## src/common/asp_pkg.sv

```systemverilog
/*
 * shared constants and types of the converter serial port:
 * register select codes, frame lengths, status layout, state and carriers.
 * assumes one system clock and a converter core on that same clock.
 */
package asp_pkg;

	// ============================================================
	// register select codes
	localparam logic [1:0] SEL_COMM_STAT = 2'h0;
	localparam logic [1:0] SEL_MODE = 2'h1;
	localparam logic [1:0] SEL_FILTER = 2'h2;
	localparam logic [1:0] SEL_DATA = 2'h3;

	// ============================================================
	// command byte layout, first bit on the wire is bit 7
	localparam int CMD_WEN_BIT = 7;
	localparam int CMD_SEL_HI = 5;
	localparam int CMD_SEL_LO = 4;
	localparam int CMD_READ_BIT = 3;

	// ============================================================
	// frame lengths in serial clocks
	localparam logic [4:0] LEN_CMD = 5'h08;
	localparam logic [4:0] LEN_BYTE = 5'h08;
	localparam logic [4:0] LEN_WORD = 5'h10;
	localparam logic [5:0] RESYNC_ONES = 6'h20;

	// ============================================================
	// status byte: bit 7 is the not-ready flag, bit 3 reads as one
	localparam int STAT_RDY_BIT = 7;
	localparam logic [7:0] STAT_FIXED = 8'h08;

	// ============================================================
	// port states
	typedef enum logic [1:0] {
		ST_CMD = 2'b00,
		ST_WR = 2'b01,
		ST_RD = 2'b10,
		ST_PUSH = 2'b11
	} asp_state_e;

	// a word written by the host for one control register
	typedef struct packed {
		logic [1:0] sel;
		logic [15:0] data;
	} asp_word_s;

	// all state of the serial port
	typedef struct packed {
		logic sclk1;
		logic sclk2;
		logic sclk3;
		logic cs1;
		logic cs2;
		logic din1;
		logic din2;
		asp_state_e state;
		logic [4:0] bitCnt;
		logic [4:0] bitLen;
		logic [1:0] regSel;
		logic [15:0] inSh;
		logic [15:0] outSh;
		logic outBit;
		logic [5:0] onesCnt;
		logic rdy;
		logic [15:0] dataReg;
		asp_word_s pend;
		asp_word_s buf0;
		asp_word_s buf1;
		logic [1:0] fill;
		logic wrValid;
		logic dout;
		logic doutOe;
	} asp_regs_s;

	// sync stages start at the idle pin levels, so reset shows no false edge
	localparam asp_regs_s REGS_RST = '{state: ST_CMD, sclk1: 1'b1,
		sclk2: 1'b1, sclk3: 1'b1, cs1: 1'b1, cs2: 1'b1, dout: 1'b1,
		default: '0};

endpackage

```

## src/asp_serial_port.sv

```systemverilog
/*
 * device end of the converter serial port: command byte decode,
 * register reads and writes, ready signalling on the shared output pin,
 * resync on a long run of ones and a two-entry buffer for written words.
 * assumes pins arrive asynchronous to sys_clk; converter core and the
 * control register file run on sys_clk.
 */
`timescale 1ns/1ps
// Summary of operation
// - serial clock may be continuous or gated in bursts; bit position holds between edges.
// - chip select is active low and traffic counts only while it is low.
// - chip select may frame each transfer and such framed transfers are accepted.
// - with chip select tied low the port works with clock, input and output only.
// - the output pin drives the output shift register loaded from the selected register.
// - a finished conversion pulls the output pin low to mark a new result.
// - an unread result lets the ready indication return high before the next update.
// - output bits change on serial clock falling edges and are sampled on rising ones.
// - conversion completion also shows as the ready flag in the status register.
// - with chip select high the output is released while the ready flag keeps tracking.
// - input bits shift into an input register and go to the register picked by the select bits.
// - reading the result returns the ready indication high.
// - 32 clocks with the input high reset the whole port to await a command byte.
module asp_serial_port (
	input wire logic sys_clk,
	input wire logic rst_n,
	input wire logic sclkPin,
	input wire logic csPin_n,
	input wire logic dinPin,
	output logic doutPin,
	output logic doutOe,
	input wire logic convDone,
	input wire logic [15:0] convData,
	input wire logic updateSoon,
	input wire logic [7:0] modeReg,
	input wire logic [7:0] filterReg,
	output logic rdyFlag,
	output logic wrValid,
	output asp_pkg::asp_word_s wrWord,
	input wire logic wrReady
);

	// ============================================================
	// state
	asp_pkg::asp_regs_s r;
	asp_pkg::asp_regs_s next_r;
	logic rise;
	logic fall;
	logic resync;
	logic rdClr;
	logic pop;
	logic push;
	logic [1:0] fillAfter;
	logic [7:0] cmd;
	logic [7:0] statusByte;

	// ============================================================
	// next state
	always_comb begin
		next_r = r;
		rdClr = 1'b0;
		cmd = {r.inSh[6:0], r.din2};
		statusByte = asp_pkg::STAT_FIXED;
		statusByte[asp_pkg::STAT_RDY_BIT] = ~r.rdy;
		// two-stage synchronisers, third sclk stage for edge finding
		next_r.sclk1 = sclkPin;
		next_r.sclk2 = r.sclk1;
		next_r.sclk3 = r.sclk2;
		next_r.cs1 = csPin_n;
		next_r.cs2 = r.cs1;
		next_r.din1 = dinPin;
		next_r.din2 = r.din1;
		// edges count only with select low; tied low gives three-wire use
		rise = r.sclk2 & ~r.sclk3 & ~r.cs2;
		fall = ~r.sclk2 & r.sclk3 & ~r.cs2;
		// 32nd rise in a row with the input high
		resync = rise && r.din2
			&& (r.onesCnt == asp_pkg::RESYNC_ONES - 6'h01);
		// output bits move only on falling edges
		if (fall && r.state == asp_pkg::ST_RD) begin
			next_r.outBit = r.outSh[15];
			next_r.outSh = {r.outSh[14:0], 1'b0};
		end
		// serial sequencer; position holds between edges and frames
		if (rise) begin
			case (r.state)
				asp_pkg::ST_CMD: begin
					if (r.bitCnt == 5'h00 && r.din2) begin
						next_r.bitCnt = 5'h00; // write enable bit not zero
					end else begin
						next_r.inSh = {r.inSh[14:0], r.din2};
						next_r.bitCnt = r.bitCnt + 5'h01;
						if (r.bitCnt == asp_pkg::LEN_CMD - 5'h01) begin
							next_r.bitCnt = 5'h00;
							next_r.inSh = 16'h0000; // data phase starts empty
							next_r.regSel = cmd[asp_pkg::CMD_SEL_HI:
								asp_pkg::CMD_SEL_LO];
							next_r.bitLen = (next_r.regSel ==
								asp_pkg::SEL_DATA) ? asp_pkg::LEN_WORD :
								asp_pkg::LEN_BYTE;
							if (cmd[asp_pkg::CMD_READ_BIT]) begin
								next_r.state = asp_pkg::ST_RD;
								// load output shift register
								if (next_r.regSel == asp_pkg::SEL_DATA) begin
									next_r.outSh = r.dataReg;
								end else if (next_r.regSel ==
									asp_pkg::SEL_MODE) begin
									next_r.outSh = {modeReg, 8'h00};
								end else if (next_r.regSel ==
									asp_pkg::SEL_FILTER) begin
									next_r.outSh = {filterReg, 8'h00};
								end else begin
									next_r.outSh = {statusByte, 8'h00};
								end
							end else if (next_r.regSel !=
								asp_pkg::SEL_COMM_STAT) begin
								next_r.state = asp_pkg::ST_WR;
							end
						end
					end
				end
				asp_pkg::ST_WR: begin
					next_r.inSh = {r.inSh[14:0], r.din2};
					next_r.bitCnt = r.bitCnt + 5'h01;
					if (r.bitCnt == r.bitLen - 5'h01) begin
						next_r.bitCnt = 5'h00;
						next_r.pend.sel = r.regSel;
						next_r.pend.data = {r.inSh[14:0], r.din2};
						next_r.state = asp_pkg::ST_PUSH;
					end
				end
				asp_pkg::ST_RD: begin
					next_r.bitCnt = r.bitCnt + 5'h01;
					if (r.bitCnt == r.bitLen - 5'h01) begin
						next_r.bitCnt = 5'h00;
						next_r.state = asp_pkg::ST_CMD;
						rdClr = (r.regSel == asp_pkg::SEL_DATA);
					end
				end
				default: begin
					next_r.bitCnt = r.bitCnt; // edges ignored while pushing
				end
			endcase
		end
		// two-entry buffer toward the control register file
		pop = wrReady & (r.fill != 2'h0);
		fillAfter = r.fill - {1'b0, pop};
		push = (r.state == asp_pkg::ST_PUSH) && (fillAfter != 2'h2);
		if (pop) begin
			next_r.buf0 = r.buf1;
		end
		if (push) begin
			if (fillAfter == 2'h0) begin
				next_r.buf0 = r.pend;
			end else begin
				next_r.buf1 = r.pend;
			end
			next_r.state = asp_pkg::ST_CMD;
		end
		next_r.fill = fillAfter + {1'b0, push};
		next_r.wrValid = (next_r.fill != 2'h0);
		// ready flag: a new result wins over a read or update clear, but the restart below still clears it
		if (convDone) begin
			next_r.rdy = 1'b1;
			next_r.dataReg = convData;
		end else if (rdClr || updateSoon) begin
			next_r.rdy = 1'b0;
		end
		// run of ones on the input restarts the whole port
		if (rise) begin
			next_r.onesCnt = r.din2 ? r.onesCnt + 6'h01 : 6'h00;
			if (resync) begin
				next_r = asp_pkg::REGS_RST;
				next_r.sclk1 = sclkPin;
				next_r.sclk2 = r.sclk1;
				next_r.sclk3 = r.sclk2;
				next_r.cs1 = csPin_n;
				next_r.cs2 = r.cs1;
				next_r.din1 = dinPin;
				next_r.din2 = r.din1;
			end
		end
		// shared pin: data while reading, else ready, released when deselected
		next_r.doutOe = ~r.cs2;
		next_r.dout = (r.state == asp_pkg::ST_RD) ? r.outBit : ~r.rdy;
	end

	// ============================================================
	// state register
	always_ff @(posedge sys_clk) begin
		if (!rst_n) begin
			r <= asp_pkg::REGS_RST;
		end else begin
			r <= next_r;
		end
	end

	// outputs straight from flops
	assign doutPin = r.dout;
	assign doutOe = r.doutOe;
	assign rdyFlag = r.rdy;
	assign wrValid = r.wrValid;
	assign wrWord = r.buf0;

	// ============================================================
	// checks
	// pin and ready indication
	a_ready_pulls_low: assert property (@(posedge sys_clk)
		disable iff (!rst_n)
		$rose(r.rdy) && r.state == asp_pkg::ST_CMD |=> !doutPin)
		else $error("ready not shown low on pin");

	a_release_when_high: assert property (@(posedge sys_clk)
		disable iff (!rst_n) r.cs2 |=> !doutOe)
		else $error("pin driven while deselected");

	a_drive_when_low: assert property (@(posedge sys_clk)
		disable iff (!rst_n) !r.cs2 |=> doutOe)
		else $error("pin not driven while selected");

	a_pin_shows_ready: assert property (@(posedge sys_clk)
		disable iff (!rst_n) r.state != asp_pkg::ST_RD
		|=> doutPin == !$past(r.rdy))
		else $error("idle pin does not mirror ready");

	a_data_on_pin: assert property (@(posedge sys_clk)
		disable iff (!rst_n) r.state == asp_pkg::ST_RD
		|=> doutPin == $past(r.outBit))
		else $error("pin does not show output shift bit");

	a_unread_goes_high: assert property (@(posedge sys_clk)
		disable iff (!rst_n) updateSoon && !convDone |=> !r.rdy)
		else $error("ready kept across update");

	a_done_sets_flag: assert property (@(posedge sys_clk)
		disable iff (!rst_n) convDone
		&& !(rise && r.din2 && r.onesCnt == 6'h1f) |=> rdyFlag)
		else $error("ready flag not set");

	a_read_clears_rdy: assert property (@(posedge sys_clk)
		disable iff (!rst_n) rdClr && !convDone |=> !r.rdy ##1 doutPin)
		else $error("ready kept after data read");

	// serial position and sequencing
	a_hold_between: assert property (@(posedge sys_clk)
		disable iff (!rst_n)
		!rise && r.state == asp_pkg::ST_WR |=> $stable(r.bitCnt))
		else $error("bit position moved without edge");

	a_ignore_deselect: assert property (@(posedge sys_clk)
		disable iff (!rst_n) r.cs2 && r.state != asp_pkg::ST_PUSH
		|=> $stable(r.bitCnt) && $stable(r.inSh))
		else $error("traffic taken while deselected");

	a_out_on_fall: assert property (@(posedge sys_clk)
		disable iff (!rst_n) $changed(r.outBit)
		|-> $past(fall) || $past(resync))
		else $error("output bit moved off falling edge");

	a_resync_ones: assert property (@(posedge sys_clk)
		disable iff (!rst_n) rise && r.din2 && r.onesCnt == 6'h1f
		|=> r.state == asp_pkg::ST_CMD && r.bitCnt == 5'h00
		&& r.fill == 2'h0 && !r.rdy)
		else $error("no restart after run of ones");

	a_wen_refused: assert property (@(posedge sys_clk)
		disable iff (!rst_n) rise && r.state == asp_pkg::ST_CMD
		&& r.bitCnt == 5'h00 && r.din2
		|=> r.state == asp_pkg::ST_CMD && r.bitCnt == 5'h00)
		else $error("command start taken with enable bit set");

	a_read_returns: assert property (@(posedge sys_clk)
		disable iff (!rst_n) rise && r.state == asp_pkg::ST_RD
		&& r.bitCnt == r.bitLen - 5'h01
		|=> r.state == asp_pkg::ST_CMD && r.bitCnt == 5'h00)
		else $error("no return to command after read");

	a_msb_first_in: assert property (@(posedge sys_clk)
		disable iff (!rst_n)
		rise && r.state == asp_pkg::ST_WR && r.onesCnt != 6'h1f
		|=> r.inSh[0] == $past(r.din2))
		else $error("input bit not shifted in");

	// write buffer toward the register file
	a_write_to_push: assert property (@(posedge sys_clk)
		disable iff (!rst_n) rise && r.state == asp_pkg::ST_WR
		&& r.bitCnt == r.bitLen - 5'h01 && !resync
		|=> r.state == asp_pkg::ST_PUSH && r.pend.sel == $past(r.regSel))
		else $error("written word not handed on");

	a_write_reaches_buf: assert property (@(posedge sys_clk)
		disable iff (!rst_n) r.state == asp_pkg::ST_PUSH && r.fill == 2'h0
		|=> wrValid && wrWord == $past(r.pend))
		else $error("written word lost");

	a_buf_never_over: assert property (@(posedge sys_clk)
		disable iff (!rst_n) r.fill != 2'h3)
		else $error("write buffer overfilled");

	a_stall_keeps: assert property (@(posedge sys_clk)
		disable iff (!rst_n) r.state == asp_pkg::ST_PUSH && r.fill == 2'h2
		&& !wrReady && !resync |=> r.state == asp_pkg::ST_PUSH && wrValid)
		else $error("stalled word dropped");

	a_pop_advances: assert property (@(posedge sys_clk)
		disable iff (!rst_n) wrValid && wrReady && r.fill == 2'h2 && !resync
		|=> wrValid && wrWord == $past(r.buf1))
		else $error("buffer head did not advance");

endmodule // asp_serial_port

```

## config.mk

```make
export PLATFORM = sky130hd
export DESIGN_NAME = asp_serial_port
export DESIGN_NICKNAME = d
export VERILOG_FILES = /design/src/common/asp_pkg.sv /design/src/asp_serial_port.sv
export SDC_FILE = /design/constraint.sdc
export NUM_CORES = 1
export LEC_CHECK = 0
export ABC_AREA = 1
export ABC_CLOCK_PERIOD_IN_PS = 6600
export BUFFER_PORTS_ARGS = -buffer_cell sky130_fd_sc_hd__buf_2
export CORE_MARGIN = 1.5
export CORE_UTILIZATION = 63
export DETAILED_ROUTE_END_ITERATION = 8
export PLACE_DENSITY = 0.8
export SYNTH_ARGS = -nofsm -noshare
export SYNTH_HDL_FRONTEND = slang
export SYNTH_SLANG_ARGS = --single-unit
export TNS_END_PERCENT = 20
```

## constraint.sdc

```tcl
create_clock -name sys_clk -period 6.6 [get_ports sys_clk]
set_clock_uncertainty 0.2 [all_clocks]
set_input_delay 1.65 -clock sys_clk [delete_from_list [all_inputs] [get_ports sys_clk]]
set_output_delay 1.65 -clock sys_clk [all_outputs]
set_load 0.05 [all_outputs]
```

==> impl_results.md, run 1 <==
* Synth Area in XOR/XNOR at 0.569%
* Worst relative slew slack at 53.5%
* Number of global-route vias before repair at 5023
* Antenna Nets Post-Route at 0
* Clk buf depth at 2
* Pin count of the biggest net entering global routing at 62
* DR iter-0 viols at 306
* PortBufs at 61
* CP arrival at 4.20 ns
* Tmin final at 3.98 ns
* Synthesized cell area at 0.00616 mm2
* P&R area growth vs syn at 11.7%
* Leading cell type in the layout, fill and taps excluded: nand2_1
* Post-synthesis adder-cell area fraction at 1.02%
* R2r startpoint: r[3]$_SDFF_PN0_
* Status: completed
* CTS tree: built
* Avg Cell Area, Syn at 7.28 um2
* Fmax at 0.251 GHz
* Placer Congestion at 0.865
* CTS clk-pin slew, worst paths at 0.06 ns
* Reg2reg path depth at 8
* Max-cap violations at 0
* Multi-input gate area at 0.00277 mm2
* Final period util at 60.4%
* Number of flops mapped to enable cells by yosys at 0
* Crit Path Class: input pin to flip-flop
* Largest family of logic cells by synthesized area: simple AND/OR/NAND/NOR gates
* Area of the die at 0.0104 mm2
* Core Box Area at 0.00937 mm2
* CP endpoint kind: flip-flop
* First-pass GRT wire length at 22.4 mm
* Power Density at 262 mW/mm2
* Setup TNS at 0 ns
* # rows at 35
* Sequential share of power at 46.0%
* Max Slew Vio Count at 0
* Root Driver: clkbuf_8
* Combinational share of power at 2.8%
* H-Tree Depth at 4
* Req. time, crit path at 6.82 ns
* Static Leakage at 2.99 nW
* Die height at 102 um
* CP max FO at 36
* Grt ovf at 0
* Min-delay worst type: flip-flop to flip-flop
* Die X at 102 um
* Int Power at 1.40 mW
* Finished Layout Cells at 1014
* Post-synthesis sequential area ratio at 43.9%
* Ys async rst share at 0%
* RSZ-0062 raised after global routing: no
* Register area at 0.00270 mm2
* Resize count post-CTS at 0
* Synth Register Bits at 135
* All-Layer GR Usage at 27.1%
* Vias per cell at 5.32
* Clock Power Share at 51.2%
* Hold Violations, Final at 0
* Fill count at 749
* Clk_lat worst skew at 0.52 ns
* Syn Nets at 891
* Clock Sink Count at 135
* Switching Power at 0.400 mW
* Most frequent cells in the layout: 214 x nand2_1, 135 x dfxtp_1, 124 x nor2_1
* Worst slew pin tran at 0.697 ns
* Synth Area in Simple Gates at 27.8%
* Layout cells sized above 1 at 15.8%
* Synth unique cells at 41
* Reg2reg setup slack at 3.22 ns
* Switching Share at 22.2%
* Post-DP HPWL at 8.93 mm
* Maximum VDD drop at 0.241 mV
* Worst Setup EP: wrWord[13]$_SDFF_PN0_
* Total power draw at 1.80 mW
* CTS buffer count at 17
* Crit path from: wrReady
* Critical path launch point type: input pin
* Instance count of the mapped netlist at 846
* I/O pins at 62
* Compound-Gate Fraction of Synth Area at 15.5%
* WL final at 13.2 mm
* Post-Route Hold Slack at 0.216 ns
* CTS Hold Buffers Added at 0
* Iteration count of the initial detailed-routing pass at 5
* # DRC at 0
* WL/cell at 13.0 um
* Setup-failing EPs final at 0
* Placed Instances at 982
* Reg-to-reg endpoint: wrWord[13]$_SDFF_PN0_
* Antenna cells at 0
* Starting Density at 65.7%
* Util after Layout at 73.4%
* # Post-CTS Setup Buffers at 0
* Syn. warnings at 0
* Mux share of post-synthesis cell area at 0%
* Synth Flop Type: dfxtp_1
* Vias at 5393
* Final Net Count at 917
* Initial antenna violation count at 0
[how the worst min path moves through the flow]
stage,end,slack [ns],start,cells past startpoint
floorplan,cmd[0]$_SDFF_PN0_,0.19,r[130]$_SDFF_PN0_,2
global placement,r[131]$_SDFF_PN1_,0.20,r[132]$_SDFF_PN1_,1
detailed placement,r[131]$_SDFF_PN1_,0.20,r[132]$_SDFF_PN1_,1
CTS,r[131]$_SDFF_PN1_,0.22,r[132]$_SDFF_PN1_,1
global route,r[131]$_SDFF_PN1_,0.22,r[132]$_SDFF_PN1_,1
finish,cmd[0]$_SDFF_PN0_,0.22,r[130]$_SDFF_PN0_,2
[power groups by stage]
| stage | Sequential (mW) | Combinational [mW] | Clock [mW] |
|---|---|---|---|
| after floorplan | 0.847 | 0.0288 | 0 |
| after global placement | 0.845 | 0.0485 | 0 |
| after detailed placement | 0.846 | 0.0497 | 0 |
| after CTS | 0.828 | 0.0502 | 0.931 |
| after global routing | 0.829 | 0.0562 | 0.970 |
| final | 0.828 | 0.0504 | 0.923 |
[critical path, cell delays in order]
cell,delay (ns)
buf_2,0.10
o21ai_2,0.26
clkinv_1,0.63
ha_1,0.40
xor2_1,0.24
nor2_1,0.11
nand2_2,0.46
nor2_1,0.09
a311oi_1,0.25
[per-stage QoR]
step | cell area [um2] | setup slack, ns
after global routing | 6880 | 2.35
after detailed placement | 6290 | 2.07
after CTS | 6880 | 2.62
after global placement | 6290 | 2.29
final | 6880 | 2.62
after floorplan | 6160 | 3.07
[state kept, by name (all words and copies together), names as in the netlist]
name     cells
wrValid      1
rdyFlag      1
cmd          8
r          105
doutOe       1
wrWord      18
doutPin      1
[synthesized netlist by cell type, types with 2 or more instances]
library cell | number | area [um2]
nand2_4 | 3 | 33.8
inv_2 | 7 | 26.3
nor2_4 | 3 | 33.8
nor3_2 | 2 | 20.0
nor2_2 | 4 | 25.0
inv_1 | 76 | 285
nor2_1 | 125 | 469
ha_1 | 5 | 62.6
a311oi_1 | 18 | 158
clkinv_1 | 4 | 15.0
buf_6 | 4 | 45.0
nor3_1 | 6 | 30.0
xor2_1 | 3 | 26.3
o21ai_0 | 25 | 125
o21ai_1 | 13 | 65.1
nand2_2 | 15 | 93.8
a211oi_1 | 25 | 188
dfxtp_1 | 135 | 2700
nand3_1 | 22 | 110
o22ai_1 | 4 | 25.0
nand3_2 | 2 | 20.0
o211ai_1 | 12 | 90.1
buf_4 | 22 | 165
a21oi_1 | 48 | 240
nand4_1 | 3 | 18.8
or2_2 | 4 | 25.0
nand2_1 | 214 | 803
clkbuf_1 | 8 | 30.0
buf_2 | 22 | 110
[cell families (layout without fill, tap and decap cells)]
group                      count (synthesis)  in the layout
AOI/OAI and AO/OA                        152            152
xor gates and xnor gates                   4              4
adders and majority gates                  5              5
buffers and inverters                    144            183
DFF                                      135            135
and+or+nand+nor                          406            406
[layer usage]
metal  wire length, um  share of wire [%]  track usage (%)
met3               748                5.7             6.36
met4               155                1.2             9.27
met1              6030                 46             35.0
met2              6230                 47             44.7
met5                 0                  0                0
[cell type report]
type / instances / share of cell area (%)
inverter: 88 / 4.88
timing repair buffer: 63 / 4.66
clock inverter: 13 / 2.11
multi-input combinational: 567 / 40.3
clock buffer: 19 / 6.42
sequential: 135 / 39.3
tap: 129 / 2.35
Power figures use the tool's default switching activity.
==> run 2, diff against run 1 <==
- ABC_CLOCK_PERIOD_IN_PS: 6600 -> 3500
- CORE_UTILIZATION: 63 -> 53
- PLACE_DENSITY: 0.8 -> 0.72
- clock period: 6.6 -> 3.5 ns (I/O delays scaled with it)
==> impl_results.md, run 2 (synthesis results as in run 1) <==
* Status: completed
* Combinational share of power at 2.9% (about the same)
* Clock Power Share at 49.5% (-1.7 points)
* Clk_lat worst skew at 0.42 ns (-0.10 ns)
* Final Net Count at 920 (+0.33%)
* Die height at 111 um (+8.8%)
* H-Tree Depth at 4 (unchanged)
* Buf/Inv on CP at 1 (-1)
* CTS buffer count at 17 (unchanged)
* Hold Path End: r[131]$_SDFF_PN1_
* Max Slew Vio Count at 0 (unchanged)
* Reg-to-reg endpoint: wrWord[7]$_SDFF_PN0_
* Maximum VDD drop at 0.324 mV (+35%)
* Hold Violations, Final at 0 (unchanged)
* Reg2reg setup slack at 0.72 ns (-2.50 ns)
* Max-cap violations at 0 (unchanged)
* Switching Share at 21.4% (-0.83 points)
* Vias at 5247 (-2.7%)
* Int Power at 2.58 mW (+84%)
* Fmax at 0.360 GHz
* Resize count post-CTS at 0 (unchanged)
* Final period util at 79.4%
* WL final at 13.1 mm (-0.65%)
* Worst relative slew slack at 52.9% (-0.64 points)
* Util after Layout at 60.5% (-13 points)
* Hold Path Depth at 1 (-1)
* Static Leakage at 2.99 nW (about the same)
* Pre-CTS WS at 0.355 ns (-1.71 ns)
* CP max FO at 36 (unchanged)
* Number of global-route vias before repair at 4858 (-3.3%)
* Placer Congestion at 0.813 (-6.1%)
* CTS Hold Buffers Added at 0 (unchanged)
* Tmin final at 2.78 ns
* Final setup margin at 0.723 ns (-1.89 ns)
* First-pass GRT wire length at 22.4 mm (+0.37%)
* RSZ-0062 raised after global routing: no
* Largest register FFs at 105 (unchanged)
* Clk buf depth at 2 (unchanged)
* Most frequent cells in the layout: 214 x nand2_1, 135 x dfxtp_1, 124 x nor2_1
* Initial antenna violation count at 0 (unchanged)
* CTS clk-pin slew, worst paths at 0.05 ns (about the same)
* Worst slew pin tran at 0.707 ns (+0.00959 ns)
* Power Density at 477 mW/mm2 (+82%)
* P&R area growth vs syn at 11.7% (about the same)
* Area of the die at 0.0123 mm2 (+18%)
* I/O pins at 62 (unchanged)
* Min-delay worst type: flip-flop to flip-flop
* Crit path max-delay family: compound AO/OA/AOI/OAI gates
* CP arrival at 2.90 ns (-1.30 ns)
* Largest Register: r
* DR iter-0 viols at 354 (+16%)
* Reg2reg path depth at 8 (unchanged)
* Critical Path Max Stage Delay at 0.58 ns (-0.05 ns)
* Starting Density at 54.1% (-12 points)
* CTS tree: built
* Layout cells sized above 1 at 15.7% (-0.15 points)
* R2r startpoint: r[3]$_SDFF_PN0_
* Post-DP HPWL at 9.25 mm (+3.6%)
* Vias per cell at 5.09 (-4.2%)
* Grt ovf at 0 (unchanged)
* WL/cell at 12.7 um (-2.2%)
* Critical path launch point type: flip-flop
* Crit Path Class: flip-flop to flip-flop
* Total power draw at 3.28 mW (+82%)
* Setup-failing EPs final at 0 (unchanged)
* Iteration count of the initial detailed-routing pass at 4 (-1)
* Req. time, crit path at 3.63 ns (-3.19 ns)
* CP endpoint kind: flip-flop
* # rows at 39 (+11%)
* Hold Startpoint: r[132]$_SDFF_PN1_
* Post-Route Hold Slack at 0.216 ns (+0.000114 ns)
* # Post-CTS Setup Buffers at 0 (unchanged)
* Antenna Nets Post-Route at 0 (unchanged)
* Switching Power at 0.702 mW (+75%)
* CP most frequent cell: nor2_1
* Sequential share of power at 47.6% (+1.6 points)
* # DRC at 0 (unchanged)
* Die X at 111 um (+8.8%)
* Core Box Area at 0.0114 mm2 (+21%)
* CP max-delay cell: o21ai_2
* Root Driver: clkbuf_16
* Antenna cells at 0 (unchanged)
* Clock Sink Count at 135 (unchanged)
* CP Depth at 8 (-1)
* CP Cell Sequence: o21ai_2 -> clkinv_1 -> ha_1 -> xor2_1 -> nor2_1 -> nand2_2 -> nor2_1 -> a311oi_1
* Setup TNS at 0 ns (unchanged)
* Pin count of the biggest net entering global routing at 41 (-34%)
* All-Layer GR Usage at 22.5% (-4.5 points)
* Leading cell type in the layout, fill and taps excluded: nand2_1
* PortBufs at 61 (unchanged)
## run 2: stage by stage
step | cell area, um2 | instances
5_1_grt | 6880 | 1030
3_5_place_dp | 6330 | 999
6_report | 6880 | 1030
4_1_cts | 6880 | 1030
2_1_floorplan | 6160 | 846
3_3_place_gp | 6330 | 999
## run 2: how the worst max path moves through the flow
stage	endpoint	startpoint
global placement	wrWord[11]$_SDFF_PN0_	wrReady
detailed placement	wrWord[11]$_SDFF_PN0_	wrReady
floorplan	r[13]$_SDFF_PN0_	wrReady
CTS	wrWord[7]$_SDFF_PN0_	r[3]$_SDFF_PN0_
finish	wrWord[7]$_SDFF_PN0_	r[3]$_SDFF_PN0_
global route	wrWord[11]$_SDFF_PN0_	r[3]$_SDFF_PN0_
## run 2: area by class of cell
class | instances | area [um2]
repair buffers | 66 | 343
well taps | 143 | 179
clock buffers | 25 | 505
inverters | 88 | 335
clock inverters | 6 | 42.5
multi-input cells | 567 | 2770
fillers | 1013 | 4490
flip-flops and latches | 135 | 2700
## run 2: per-layer routing
layer  global-route usage (%)  vias to the layer above  share of wire, %
met5                        0                        -                 0
met4                     9.49                        0               1.7
met3                     5.19                       18               5.2
met2                     35.8                      134                46
met1                     29.5                     2324                47
li1                         -                     2771                 -
## run 2: power by group through the flow
stage	Clock [mW]	Combinational, mW	Sequential, mW
2_1_floorplan	0	0.0542	1.60
3_3_place_gp	0	0.0942	1.59
3_5_place_dp	0	0.0961	1.59
4_1_cts	1.65	0.0965	1.56
5_1_grt	1.72	0.108	1.56
6_report	1.62	0.0963	1.56
==> run 3, diff against run 2 <==
- ABC_CLOCK_PERIOD_IN_PS: 3500 -> 2750
- CORE_UTILIZATION: 53 -> 59
- PLACE_DENSITY: 0.72 -> 0.76
- clock period: 3.5 -> 2.75 ns (I/O delays scaled with it)
==> impl_results.md, run 3 (synthesis results as in run 1) <==
* Status: completed
* Max Slew Vio Count at 0 (unchanged)
* # Post-CTS Setup Buffers at 0 (unchanged)
* Core Box Area at 0.0102 mm2 (-10%)
* Grt ovf at 0 (unchanged)
* Vias per cell at 5.15 (+1.1%)
* Antenna Nets Post-Route at 0 (unchanged)
* Static Leakage at 3.02 nW (+0.78%)
* CP max FO at 34 (-5.6%)
* Power Density at 604 mW/mm2 (+27%)
* First-pass GRT wire length at 22.3 mm (-0.74%)
* Reg-to-reg endpoint: r[43]$_SDFF_PN0_
* Area of the die at 0.0111 mm2 (-9.9%)
* Tmin final at 2.21 ns (-0.566 ns)
* Leading cell type in the layout, fill and taps excluded: nand2_1
* Starting Density at 60.2% (+6.0 points)
* # rows at 37 (-5.1%)
* Met2 Use GR at 41.4% (+5.5 points)
* Util after Layout at 67.6% (+7.1 points)
* Vias at 5291 (+0.84%)
* CTS Hold Buffers Added at 0 (unchanged)
* Layout cells sized above 1 at 16.3% (+0.60 points)
* Crit Path Class: flip-flop to flip-flop
* R2r startpoint: r[117]$_SDFF_PN0_
* CP endpoint kind: flip-flop
* Reg2reg setup slack at 0.54 ns (-0.18 ns)
* Largest register FFs at 105 (unchanged)
* DR iter-0 viols at 270 (-24%)
* Maximum VDD drop at 0.381 mV (+17%)
* Met1 Resource Use GR at 31.0% (+1.5 points)
* H-Tree Depth at 4 (unchanged)
* Critical path launch point type: flip-flop
* CP max-delay cell: nand3_4
* Die X at 105 um (-5.1%)
* Die height at 105 um (-5.1%)
* WL final at 13.0 mm (-0.19%)
* Post-DP HPWL at 8.94 mm (-3.4%)
* CTS clk-pin slew, worst paths at 0.06 ns (about the same)
* Reg2reg path depth at 11 (+3)
* Initial antenna violation count at 0 (unchanged)
* Clk buf depth at 2 (unchanged)
* Critical Path Max Stage Delay at 0.35 ns (-0.23 ns)
* CP arrival at 2.43 ns (-0.47 ns)
* All-Layer GR Usage at 24.9% (+2.4 points)
* Resize count post-CTS at 0 (unchanged)
* CTS buffer count at 17 (unchanged)
* Fmax at 0.452 GHz (+26%)
* P&R area growth vs syn at 12.3%
* Largest Register: r
* Pin count of the biggest net entering global routing at 42 (+2.4%)
* Worst slew pin tran at 0.544 ns (-0.162 ns)
* Hold Path Depth at 3 (+2)
* Setup TNS at 0 ns (unchanged)
* PortBufs at 61 (unchanged)
* Iteration count of the initial detailed-routing pass at 5 (+1)
* Hold Startpoint: dinPin
* Placer Congestion at 0.856 (+5.3%)
* # DRC at 0 (unchanged)
* CTS tree: built
* Final Net Count at 923 (+0.33%)
* Root Driver: clkbuf_8
* Final setup margin at 0.539 ns (-0.184 ns)
* Pre-CTS WS at 0.369 ns (+0.0144 ns)
* Max-cap violations at 0 (unchanged)
* Min-delay worst type: input pin to flip-flop
* WL/cell at 12.7 um (+0.10%)
* Hold Violations, Final at 0 (unchanged)
* GR peak layer: met2
* Req. time, crit path at 2.97 ns (-0.66 ns)
* RSZ-0062 raised after global routing: no
* Clk_lat worst skew at 0.53 ns (+0.11 ns)
* CP Cell Sequence: inv_1 -> ha_1 -> inv_1 -> nand2_1 -> nand2_1 -> nor2_2 -> nand3_2 -> nor2_4 -> nand3_4 -> nor2_1 -> nor2_1
* Clock Sink Count at 135 (unchanged)
* GRT met3 Usage at 5.93% (+0.73 points)
* Setup-failing EPs final at 0 (unchanged)
* Worst relative slew slack at 63.4% (+11 points)
* Hold Path End: r[130]$_SDFF_PN0_
* I/O pins at 62 (unchanged)
* Most frequent cells in the layout: 214 x nand2_1, 135 x dfxtp_1, 124 x nor2_1
* Number of global-route vias before repair at 4955 (+2.0%)
* Final period util at 80.4% (+1.1 points)
* Antenna cells at 0 (unchanged)
==> run 3: cell count changes in the layout (fill, tap and decap cells not counted), moves of 2 or more <==
cell	previous run	this run
inv_6	0	3
clkinv_4	3	5
clkinv_2	2	4
buf_12	0	2
clkbuf_8	5	1
clkbuf_1	3	1
==> run 3: worst max-delay path by stage <==
stage	to	from	cells past startpoint	slack (ns)
floorplan	r[13]$_SDFF_PN0_	wrReady	9	0.18
global placement	r[128]$_SDFF_PN0_	wrReady	9	0.45
detailed placement	wrWord[17]$_SDFF_PN0_	wrReady	10	0.37
CTS	r[96]$_SDFF_PN0_	r[123]$_SDFF_PN0_	7	0.55
global route	r[96]$_SDFF_PN0_	r[123]$_SDFF_PN0_	7	0.33
finish	r[43]$_SDFF_PN0_	r[117]$_SDFF_PN0_	11	0.54
==> run 3: worst max-delay path, delay by kind of cell (launching register included) <==
kind	cells	cell delay, ns
buffers and inverters	2	0.12
adder cells (fa/ha/maj)	1	0.31
AND/OR/NAND/NOR	8	1.14
flip-flops	1	0.32
==> run 3: layer usage <==
metal,up-vias,part of all wire [%]
li1,2770,-
met1,2370,46
met2,130,48
met3,21,4.2
met4,0,1.7
met5,-,0
==> run 3: metrics by stage <==
stage	std cells	area, um2	hold WS, ns	total power [mW]
after CTS	1027	6910	0.131	4.21
after detailed placement	995	6370	0.201	2.15
after global routing	1027	6910	0.129	4.31
after global placement	995	6370	0.197	2.15
final	1027	6910	0.142	4.17
after floorplan	846	6160	0.190	2.10
==> run 3: report_power, final <==
group | internal (mW) | switching [mW]
Sequential | 1.98 | 0.0108
Clock | 1.20 | 0.862
Combinational | 0.0419 | 0.0805
Total | 3.22 | 0.954
==> run 3: area by class of cell <==
class                           count  area (um2)
Timing Repair Buffer               69         390
Clock buffer                       18         418
Fill cell                         881        3320
Clock inverter                     14         126
Multi-Input combinational cell    567        2770
Inverter                           88         335
Sequential cell                   135        2700
Tap cell                          136         170
